$ cat src/shared/spio_pkg.sv
/*
 * constants for the shared parallel i/o ports: pin layout, register map, reset values
 * assumes a 32-bit ahb-lite register bus decoding the low 12 address bits
 */
package spio_pkg;
    localparam int          NUM_PORTS     = 7;
    localparam int          PIN_COUNT     = 38;
    localparam int          MAX_WIDTH     = 8;
    localparam int          PORT_WIDTH [NUM_PORTS] = '{4, 4, 6, 4, 8, 5, 7};
    localparam int          PORT_BASE  [NUM_PORTS] = '{0, 4, 8, 14, 18, 26, 31};
    localparam int          ADDR_W        = 12;
    localparam int          SYNC_STAGES   = 3;

    localparam logic [11:0] LOW_PAGE_BASE = 12'h000;
    localparam logic [11:0] LOW_STRIDE    = 12'h008;
    localparam logic [11:0] DATA_OFS      = 12'h000;
    localparam logic [11:0] DIR_OFS       = 12'h004;
    localparam logic [11:0] HIGH_PAGE_BASE = 12'h100;
    localparam logic [11:0] HIGH_STRIDE   = 12'h010;
    localparam logic [11:0] PULLUP_OFS    = 12'h000;
    localparam logic [11:0] SLEW_OFS      = 12'h004;
    localparam logic [11:0] DRIVE_OFS     = 12'h008;

    localparam logic [37:0] LATCH_RST     = 38'h00_0000_0000;
    localparam logic [37:0] DIR_RST       = 38'h00_0000_0000;
    localparam logic [37:0] PULLUP_RST    = 38'h00_0000_0000;
    localparam logic [37:0] SLEW_RST      = 38'h3F_FFFF_FFFF;
    localparam logic [37:0] DRIVE_RST     = 38'h00_0000_0000;

    localparam logic [1:0]  HTRANS_NONSEQ = 2'h2;
    localparam logic        HRESP_OKAY    = 1'h0;

    typedef enum logic [2:0] {
        REG_DATA,
        REG_DIR,
        REG_PULLUP,
        REG_SLEW,
        REG_DRIVE
    } spio_reg_t;
endpackage : spio_pkg

$ cat src/hdl/spio_sync.sv
/*
 * three-stage input synchroniser with agreement filter for the pad levels
 * assumes pad inputs are asynchronous to clk
 */
`timescale 1ns/10ps
module spio_sync #(
    parameter int WIDTH = 38
) (
    input  wire logic             clk,
    input  wire logic             rstn,
    input  wire logic             ce,
    input  wire logic [WIDTH-1:0] async_in,
    output logic      [WIDTH-1:0] level
);
    logic [WIDTH-1:0] stage1;
    logic [WIDTH-1:0] stage2;
    logic [WIDTH-1:0] stage3;

    always_ff @(posedge clk) begin
        if (!rstn) begin
            stage1 <= '0;
            stage2 <= '0;
            stage3 <= '0;
        end else if (ce) begin
            stage1 <= async_in;
            stage2 <= stage1;
            stage3 <= stage2;
        end
    end

    // a bit only changes once stage two and three agree
    always_ff @(posedge clk) begin
        if (!rstn) begin
            level <= '0;
        end else if (ce) begin
            level <= (stage2 & stage3) | (level & (stage2 ^ stage3));
        end
    end
endmodule : spio_sync

$ cat src/hdl/spio_pin_mux.sv
/*
 * per-pin priority mux between analog owner, digital peripheral and port logic
 * assumes claim inputs are already gated by the caller after reset
 */
`timescale 1ns/10ps
module spio_pin_mux (
    input  wire logic analog_en,
    input  wire logic claim,
    input  wire logic claim_oe,
    input  wire logic claim_out,
    input  wire logic dir,
    input  wire logic latch,
    input  wire logic pullup_en,
    input  wire logic slew_en,
    input  wire logic drive_sel,
    output logic      oe,
    output logic      out,
    output logic      pull_on,
    output logic      slew,
    output logic      drive
);
    always_comb begin
        if (analog_en) begin
            // analog owner: all digital drive off
            oe  = 1'b0;
            out = 1'b0;
        end else if (claim) begin
            oe  = claim_oe;
            out = claim_oe ? claim_out : latch;
        end else begin
            oe  = dir;
            out = latch;
        end
        pull_on = pullup_en & ~oe & ~analog_en;
        slew   = slew_en & ~analog_en;
        drive  = drive_sel & ~analog_en;
    end
endmodule : spio_pin_mux

$ cat src/hdl/spio_ports.sv
/*
 * shared parallel i/o ports: seven ports, ahb-lite register slave, pad control
 * assumes peripherals drive claim/analog vectors on clk; pad_in is asynchronous
 */
`timescale 1ns/10ps
module spio_ports
    import spio_pkg::*;
(
    input  wire logic                      clk,
    input  wire logic                      rstn,
    input  wire logic                      ce,
    input  wire logic                      hsel,
    input  wire logic [31:0]               haddr,
    input  wire logic [1:0]                htrans,
    input  wire logic                      hwrite,
    input  wire logic [2:0]                hsize,
    input  wire logic [31:0]               hwdata,
    input  wire logic                      hready,
    output logic                           hreadyout,
    output logic [31:0]                    hrdata,
    output logic                           hresp,
    input  wire logic [spio_pkg::PIN_COUNT-1:0] pad_in,
    output logic [spio_pkg::PIN_COUNT-1:0] pad_oe,
    output logic [spio_pkg::PIN_COUNT-1:0] pad_out,
    output logic [spio_pkg::PIN_COUNT-1:0] pad_pullup,
    output logic [spio_pkg::PIN_COUNT-1:0] pad_slew,
    output logic [spio_pkg::PIN_COUNT-1:0] pad_drive,
    output logic [spio_pkg::PIN_COUNT-1:0] pin_level,
    input  wire logic [spio_pkg::PIN_COUNT-1:0] periph_claim,
    input  wire logic [spio_pkg::PIN_COUNT-1:0] periph_oe,
    input  wire logic [spio_pkg::PIN_COUNT-1:0] periph_out,
    input  wire logic [spio_pkg::PIN_COUNT-1:0] analog_en
);
    import spio_pkg::*;

    typedef enum logic [1:0] {
        ST_IDLE,
        ST_WRITE,
        ST_READ_WAIT,
        ST_READ_DONE
    } spio_bus_t;

    spio_bus_t             state;
    spio_bus_t             next_state;
    logic [ADDR_W-1:0]     addr_q;
    logic                  claim_armed;
    logic [PIN_COUNT-1:0]  latch;
    logic [PIN_COUNT-1:0]  dir;
    logic [PIN_COUNT-1:0]  pullup_en;
    logic [PIN_COUNT-1:0]  slew_en;
    logic [PIN_COUNT-1:0]  drive_sel;
    logic [PIN_COUNT-1:0]  claim_g;
    logic [PIN_COUNT-1:0]  next_oe;
    logic [PIN_COUNT-1:0]  next_out;
    logic [PIN_COUNT-1:0]  next_pullup;
    logic [PIN_COUNT-1:0]  next_slew;
    logic [PIN_COUNT-1:0]  next_drive;
    logic [PIN_COUNT-1:0]  read_view;
    logic [31:0]           next_rdata;
    logic                  accept;

    // byte address of a port register
    function automatic logic [ADDR_W-1:0] reg_addr(input int p, input spio_reg_t kind);
        logic [ADDR_W-1:0] idx;
        idx = ADDR_W'(p);
        unique case (kind)
            REG_DATA:   reg_addr = LOW_PAGE_BASE + idx * LOW_STRIDE + DATA_OFS;
            REG_DIR:    reg_addr = LOW_PAGE_BASE + idx * LOW_STRIDE + DIR_OFS;
            REG_PULLUP: reg_addr = HIGH_PAGE_BASE + idx * HIGH_STRIDE + PULLUP_OFS;
            REG_SLEW:   reg_addr = HIGH_PAGE_BASE + idx * HIGH_STRIDE + SLEW_OFS;
            REG_DRIVE:  reg_addr = HIGH_PAGE_BASE + idx * HIGH_STRIDE + DRIVE_OFS;
            default:    reg_addr = '0;
        endcase
    endfunction : reg_addr

    // one port's bits of a flat pin vector, zero above the port width
    function automatic logic [31:0] port_field(input logic [PIN_COUNT-1:0] vec, input int p);
        logic [31:0] f;
        f = '0;
        for (int n = 0; n < MAX_WIDTH; n++) begin
            if (n < PORT_WIDTH[p]) begin
                f[n] = vec[PORT_BASE[p] + n];
            end
        end
        port_field = f;
    endfunction : port_field

    assign accept    = hsel && (htrans == HTRANS_NONSEQ || htrans == 2'h3) && hready;
    assign hreadyout = (state != ST_READ_WAIT);
    assign hresp     = HRESP_OKAY;

    // bus phase tracking
    always_comb begin
        next_state = ST_IDLE;
        unique case (state)
            ST_READ_WAIT: next_state = ST_READ_DONE;
            ST_IDLE, ST_WRITE, ST_READ_DONE: begin
                if (accept) begin
                    next_state = hwrite ? ST_WRITE : ST_READ_WAIT;
                end
            end
        endcase
    end

    always_ff @(posedge clk) begin
        if (!rstn) begin
            state  <= ST_IDLE;
            addr_q <= '0;
        end else if (ce) begin
            state <= next_state;
            if (accept) begin
                addr_q <= haddr[ADDR_W-1:0];
            end
        end
    end

    // peripheral claims stay ignored through the first clock-enabled edge after reset release
    always_ff @(posedge clk) begin
        if (!rstn) begin
            claim_armed <= 1'b0;
        end else if (ce) begin
            claim_armed <= 1'b1;
        end
    end

    assign claim_g = claim_armed ? periph_claim : '0;

    // low page: data latch and direction
    always_ff @(posedge clk) begin
        if (!rstn) begin
            latch <= LATCH_RST;
            dir   <= DIR_RST;
        end else if (ce && state == ST_WRITE) begin
            for (int p = 0; p < NUM_PORTS; p++) begin
                for (int n = 0; n < MAX_WIDTH; n++) begin
                    if (n < PORT_WIDTH[p]) begin
                        if (addr_q == reg_addr(p, REG_DATA)) begin
                            latch[PORT_BASE[p] + n] <= hwdata[n];
                        end
                        if (addr_q == reg_addr(p, REG_DIR)) begin
                            dir[PORT_BASE[p] + n] <= hwdata[n];
                        end
                    end
                end
            end
        end
    end

    // high page: pullup, slew, drive
    always_ff @(posedge clk) begin
        if (!rstn) begin
            pullup_en <= PULLUP_RST;
            slew_en   <= SLEW_RST;
            drive_sel <= DRIVE_RST;
        end else if (ce && state == ST_WRITE) begin
            for (int p = 0; p < NUM_PORTS; p++) begin
                for (int n = 0; n < MAX_WIDTH; n++) begin
                    if (n < PORT_WIDTH[p]) begin
                        if (addr_q == reg_addr(p, REG_PULLUP)) begin
                            pullup_en[PORT_BASE[p] + n] <= hwdata[n];
                        end
                        if (addr_q == reg_addr(p, REG_SLEW)) begin
                            slew_en[PORT_BASE[p] + n] <= hwdata[n];
                        end
                        if (addr_q == reg_addr(p, REG_DRIVE)) begin
                            drive_sel[PORT_BASE[p] + n] <= hwdata[n];
                        end
                    end
                end
            end
        end
    end

    // data read view: direction picks pin or latch, analog bits read zero
    assign read_view = ~analog_en & ((dir & latch) | (~dir & pin_level));

    always_comb begin
        next_rdata = '0;
        for (int p = 0; p < NUM_PORTS; p++) begin
            if (addr_q == reg_addr(p, REG_DATA)) begin
                next_rdata = port_field(read_view, p);
            end
            if (addr_q == reg_addr(p, REG_DIR)) begin
                next_rdata = port_field(dir, p);
            end
            if (addr_q == reg_addr(p, REG_PULLUP)) begin
                next_rdata = port_field(pullup_en, p);
            end
            if (addr_q == reg_addr(p, REG_SLEW)) begin
                next_rdata = port_field(slew_en, p);
            end
            if (addr_q == reg_addr(p, REG_DRIVE)) begin
                next_rdata = port_field(drive_sel, p);
            end
        end
    end

    always_ff @(posedge clk) begin
        if (!rstn) begin
            hrdata <= '0;
        end else if (ce && state == ST_READ_WAIT) begin
            hrdata <= next_rdata;
        end
    end

    spio_sync #(
        .WIDTH(PIN_COUNT)
    ) u_sync (
        .clk      (clk),
        .rstn     (rstn),
        .ce       (ce),
        .async_in (pad_in),
        .level    (pin_level)
    );

    // one mux per pin
    for (genvar i = 0; i < PIN_COUNT; i++) begin : g_pin
        spio_pin_mux u_mux (
            .analog_en (analog_en[i]),
            .claim     (claim_g[i]),
            .claim_oe  (periph_oe[i]),
            .claim_out (periph_out[i]),
            .dir       (dir[i]),
            .latch     (latch[i]),
            .pullup_en (pullup_en[i]),
            .slew_en   (slew_en[i]),
            .drive_sel (drive_sel[i]),
            .oe        (next_oe[i]),
            .out       (next_out[i]),
            .pull_on   (next_pullup[i]),
            .slew      (next_slew[i]),
            .drive     (next_drive[i])
        );
    end

    always_ff @(posedge clk) begin
        if (!rstn) begin
            pad_oe     <= '0;
            pad_out    <= '0;
            pad_pullup <= '0;
            pad_slew   <= SLEW_RST;
            pad_drive  <= '0;
        end else if (ce) begin
            pad_oe     <= next_oe;
            pad_out    <= next_out;
            pad_pullup <= next_pullup;
            pad_slew   <= next_slew;
            pad_drive  <= next_drive;
        end
    end
endmodule : spio_ports

$ cat config.mk
export PLATFORM = sky130hd
export DESIGN_NAME = spio_ports
export DESIGN_NICKNAME = d
export VERILOG_FILES = /design/src/shared/spio_pkg.sv /design/src/hdl/spio_sync.sv /design/src/hdl/spio_pin_mux.sv /design/src/hdl/spio_ports.sv
export SDC_FILE = /design/constraint.sdc
export NUM_CORES = 1
export LEC_CHECK = 0
export CORE_ASPECT_RATIO = 0.7
export CORE_MARGIN = 5
export CORE_UTILIZATION = 30
export DETAILED_ROUTE_END_ITERATION = 10
export DONT_BUFFER_PORTS = 1
export PLACE_DENSITY = 0.49
export SKIP_CTS_REPAIR_TIMING = 1
export SLEW_MARGIN = 20
export SYNTH_ARGS = -nofsm -noshare
export SYNTH_HDL_FRONTEND = slang
export SYNTH_SLANG_ARGS = --single-unit
$ cat constraint.sdc
create_clock -name clk -period 3 [get_ports clk]
set_input_delay 0.15 -clock clk [delete_from_list [all_inputs] [get_ports clk]]
set_output_delay 0.15 -clock clk [all_outputs]
set_load 0.01 [all_outputs]
; ---- Word level (Yosys, flattened, before mapping)
; Index checks and enable logic that the tools add are counted.
[word_totals]
ff_bits = 579
input_bits = 265
output_inout_bits = 262
word_cells = 704
[classes]
n_eq_ne = 75
mux = 299
bitwise_logic = 238
n_reduce_logical = 44
[op_table]
columns = cell, n
row1 = $mux W32, 34
row2 = $mux W12, 70
row3 = $eq A12 B12 Y1, 35
row4 = $eq A12 B9 Y1 const B, 21
row5 = $and A38 B38 Y38, 5
row6 = $mux W1, 190
row7 = $and A1 B1 Y1, 152
row8 = $not A1 Y1, 76
row9 = $not A38 Y38, 2
row10 = $or A38 B38 Y38, 2
row11 = $eq A12 B6 Y1 const B, 6
row12 = $reduce_and A2 Y1, 36
row13 = $eq A12 B5 Y1 const B, 4
row14 = $mux W38, 1
row15 = $xor A38 B38 Y38, 1
row16 = $eq A12 B4 Y1 const B, 2
row17 = $eq A12 B3 Y1 const B, 1
row18 = $logic_not A12 Y1, 1
row19 = $eq A2 B2 Y1 const B, 4
row20 = $logic_and A1 B1 Y1, 4
row21 = $mux W2, 2
row22 = $mux W4, 1
row23 = $pmux W2 S2, 1
row24 = $reduce_or A3 Y1, 1
row25 = 4 further kinds, 4

; ---- Logic depth before layout (Yosys ltp)
[depth]
word_depth = 39
mapped_depth = 11

; ---- By module
; From an unflattened synthesis, not the netlist that was laid out.
[unflattened]
hier_cells = 3005
area_unflattened_um2 = 27198.6
[by_module_without_submodules]
columns = module, instances, cells_each, area_each_um2, seq_area_each_um2
row1 = spio_ports, 1, 2089, 18704.2, 8067.7
row2 = spio_sync, 1, 612, 6402.4, 3042.9
row3 = spio_pin_mux, 38, 8, 55.1, 0.0

; ---- Worst setup path before layout
; OpenSTA, ideal clock, no wires.
[synth_path]
kind = register -> register
start = register addr_q[1]
end = register hrdata[2]
setup_ps = 116
arrival_time_ps = 2040
required_time_ps = 2884
setup_slack_ps = 844
stages_incl_launch_ff = 10
n_path_buf = 2
cell_sequence = dfxtp_1 buf_4 or4_1 buf_6 o21ai_1 and3_1 o21ai_1 a2111oi_0 o21a_1 nor2_1
[synth_via]
elab_chain_len = 36
word_cells_on_any_way = 70
cone_classes = 34 x eq/ne / 35 x mux / 1 x reduce/logical
[synth_lines]
columns = item, line
row1 = "start, declared", spio_ports.sv:45  ; logic [ADDR_W-1:0] addr_q;
row2 = "start signal, assigned", spio_ports.sv:112  ; addr_q <= haddr[ADDR_W-1:0];
row3 = $logic_not A12 Y1, spio_ports.sv:180  ; if (addr_q == reg_addr(p, REG_DATA)) begin
row4 = $mux W4, spio_ports.sv:180
row5 = $mux W32, spio_ports.sv:183  ; if (addr_q == reg_addr(p, REG_DIR)) begin
row6 = $mux W32, spio_ports.sv:186  ; if (addr_q == reg_addr(p, REG_PULLUP)) begin
row7 = $mux W32, spio_ports.sv:189  ; if (addr_q == reg_addr(p, REG_SLEW)) begin
row8 = $mux W32, spio_ports.sv:192  ; if (addr_q == reg_addr(p, REG_DRIVE)) begin
row9 = $mux W32, spio_ports.sv:180
row10 = $mux W32, spio_ports.sv:183
row11 = (+20 left out), n/a
row12 = $mux W32, spio_ports.sv:186
row13 = $mux W32, spio_ports.sv:189
row14 = $mux W32, spio_ports.sv:192
row15 = $mux W32, spio_ports.sv:180
row16 = $mux W32, spio_ports.sv:183
row17 = $mux W32, spio_ports.sv:186
row18 = $mux W32, spio_ports.sv:189
row19 = $mux W32 *, spio_ports.sv:192
row20 = "end signal, assigned", spio_ports.sv:202  ; hrdata <= next_rdata;
row21 = "end, declared", spio_ports.sv:20  ; output logic [31:0] hrdata,
; Every way passes the cells marked *; elsewhere a longest branch is shown, timed or not.
; A chain may end at the register's enable or synchronous reset.

; ---- Final worst setup path
[layout_path]
start = input port ce
end = register slew_en[27]
[layout_via]
elab_chain_len = 2
[layout_lines]
columns = item, line
row1 = "start, declared", spio_ports.sv:11  ; input wire logic ce,
row2 = $logic_and A1 B1 Y1, spio_ports.sv:155  ; end else if (ce && state == ST_WRITE) begin
row3 = $reduce_and A2 Y1 (no source line), n/a
row4 = "end signal, assigned by index", spio_ports.sv:163  ; slew_en[PORT_BASE[p] + n] <= hwdata[n];
row5 = "end, declared", spio_ports.sv:50  ; logic [PIN_COUNT-1:0] slew_en;
; No other way between the ends.

==> results.py <==
metrics = {
    "logic_synthesis": {
        "yosysSeqAreaShare": 0.450,
        "yosys.area.top_type_share": 0.450,
        "synth_ff_type": "dfxtp_1",
        "syn-cell-area_um2": 24700,
        "synth_edf_count": 0,
        "synthArstFlopShare": 0,
        "ys_seq_elements": 555,
        "yosys-top-cells-area": "dfxtp_1 (45%), mux2i_1 (8.7%), nand2_1 (7.7%), a21oi_1 (7.4%), nor2_1 (5.3%)",
        "synth.avg_cell_area_um2": 8.18,
        "synth_warnings": 0,
        "syn-instance-count": 3019,
        "yosysTopAreaCell": "dfxtp_1",
        "synth.distinct_cells": 76,
    },
    "critical_path": {
        "critPathLaunchType": "input port",
        "required_ns": 3.49,
        "arrival_ns": 3.46,
        "cp_max_fo": 178,
        "path_class": "in2reg",
        "end_kind": "register",
    },
    "grt": {
        "grt_pass1_vias": 20600,
        "grt_overflow": 0,
        "grt_usage": 0.218,
        "grt_max_degree": 308,
        "grt_first_pass_wirelength_um": 146000,
        "antenna_found_initial": 19,
    },
    "power": {
        "p_leak_nw": 11.8,
        "p_per_area_nw_per_um2": 538,
        "ir_drop_uv": 399,
        "power_mw": 16.9,
    },
    "layout": {
        "drive_above_1_share": 0.0678,
        "final_cell_mix": "dfxtp_1 (552), nand2_1 (504), a21oi_1 (363)",
        "final_common_cell": "dfxtp_1",
        "areaGrowthSynthToFinish_pct": 27.4,
        "fin_nets": 3588,
        "final_util": 0.384,
        "stdcell_count": 4425,
        "fillers": 8505,
        "final_area_um2": 31500,
    },
    "clock_network": {
        "clock_sinks": 555,
        "htree_levels": 2,
        "root_buffer": "clkbuf_16",
        "cts_buffer_depth": 3,
        "cts_buffers": 60,
        "cts_tree": "built",
        "clk_pin_slew_ns": 0.06,
        "clock_latency_ns": 0.64,
    },
    "routing": {
        "num_vias": 23500,
        "drc": 0,
        "vias_per_cell": 5.30,
        "first_iter_violations": 2152,
        "dr.pass1.iters": 6,
        "drt-total-wl_um": 107000,
        "postRouteAntennaNets": 0,
        "wl_per_cell_um": 24.3,
    },
    "timing": {
        "fin_crit_sh": 0.990,
        "finalClockSkew_ns": 0.0279,
        "fin_hold_ws_ns": -0.0752,
        "finalCriticalPeriod_ns": 2.97,
        "fmax_mhz": 337,
        "slew_headroom": 0.274,
        "setup_viol": 0,
        "drv_slew": 0,
        "worstMarginPinSlew_ns": 1.09,
        "hold_viol_final": 12,
    },
    "place": {
        "numPortBuffers": 0,
        "dp_hpwl_um": 73200,
        "dpl_cell_area_um2": 25900,
        "place_congestion": 0.947,
        "numPlacedInstances": 3971,
    },
    "min_path": {
        "holdCritPathClass": "in2reg",
    },
    "floorplan": {
        "initial_core_util": 0.301,
        "dieArea_um2": 88300,
        "core_area_um2": 82000,
        "fp.dieH_um": 250,
        "io_pins": 527,
        "die_x_um": 353,
        "row_count": 88,
    },
    "status": {
        "status": "finished with violations",
        "failed_checks": "hold timing",
    },
    "run": {
        "maxCapViolCount": 0,
    },
}
-- registers in the layout (all words and copies together), names as in the netlist --
name	cells
addr_q	12
claim_armed	1
dir	38
drive_sel	38
hrdata	8
latch	38
pad_drive	38
pad_oe	38
pad_out	38
pad_pullup	38
pad_slew	38
pullup_en	38
slew_en	38
state	2
u_sync.level	38
u_sync.stage1	38
u_sync.stage2	38
u_sync.stage3	38
-- cell usage after synthesis (10+ instances only) --
cell and number:
nand2_1 504, and3_1 46, nor2b_1 38, o21ai_0 75, ha_1 38, nand4_1 13
a21boi_0 31, nand4b_1 36, mux2i_1 214, a31oi_1 10, a21oi_1 363, nor3_1 105
o221ai_1 39, clkbuf_1 171, buf_4 29, buf_1 13, nand3_1 136, buf_2 18
nor2_1 346, inv_1 48, o22ai_1 21, dfxtp_1 555
-- through the flow --
step / TNS, ns / setup slack (ns)
after floorplan: 0 / 0.844
after global placement: 0 / 0.161
after detailed placement: 0 / 0.0690
after CTS: 0 / 0.0595
after global routing: -0.0445 / -0.0250
final: 0 / 0.0311
-- kinds of logic (layout without fill, tap and decap cells) --
| group | after synthesis | in the layout | synth area share |
|---|---|---|---|
| simple gates | 1303 | 1303 | 0.247 |
| flops | 555 | 555 | 0.450 |
| other cells | 1 | 38 | 0.000152 |
| fa+ha+maj | 38 | 38 | 0.0193 |
| compound gates | 622 | 622 | 0.147 |
| mux | 216 | 216 | 0.0876 |
| buf+inv | 284 | 573 | 0.0494 |
-- cell type report --
type	count	area, µm²	share of cell area
Clock buffer	82	1700	0.0539
Tap cell	1080	1350	0.0429
Timing Repair Buffer	414	4160	0.132
Sequential cell	555	11100	0.353
Inverter	50	203	0.00644
Antenna cell	13	32.5	0.00103
Multi-Input combinational cell	2204	12500	0.397
Clock inverter	27	424	0.0135
-- worst paths after layout --
check | from | to | slack, ns | depth (start not counted)
setup reg to reg | addr_q[11]$_SDFFE_PN0P_ | hrdata[5]$_SDFFE_PN0P_ | 0.08 | 8
hold reg to reg | latch[18]$_SDFFE_PN0P_ | latch[18]$_SDFFE_PN0P_ | 0.46 | 2
setup / recovery | ce | slew_en[27]$_SDFFE_PN1P_ | 0.03 | 9
hold / removal | periph_claim[35] | pad_oe[35]$_SDFFE_PN0P_ | -0.08 | 5
-- critical path: stages --
cell	delay, ns
dlygate4sd3_1	1.00
buf_16	0.31
nand2_1	0.16
or2_2	0.56
nor2_1	0.21
buf_4	0.18
mux2i_1	0.19
dlygate4sd3_1	0.58
nand2_1	0.05
-- report_power, final --
part	total, mW	leakage, nW	switching (mW)	internal, mW
Sequential	7.60	4.50	0.124	7.48
Clock	8.14	1.03	3.26	4.88
Combinational	1.21	6.31	0.681	0.525
-- layer usage --
metal | vias up | global-route usage | wire length, µm
met1 | 11300 | 0.291 | 46700
met4 | 4 | 0.0585 | 2790
met2 | 887 | 0.327 | 46900
met3 | 149 | 0.0872 | 11100
li1 | 11100 | - | -
met5 | - | 0 | 21
(Power assumes the default switching activity.)
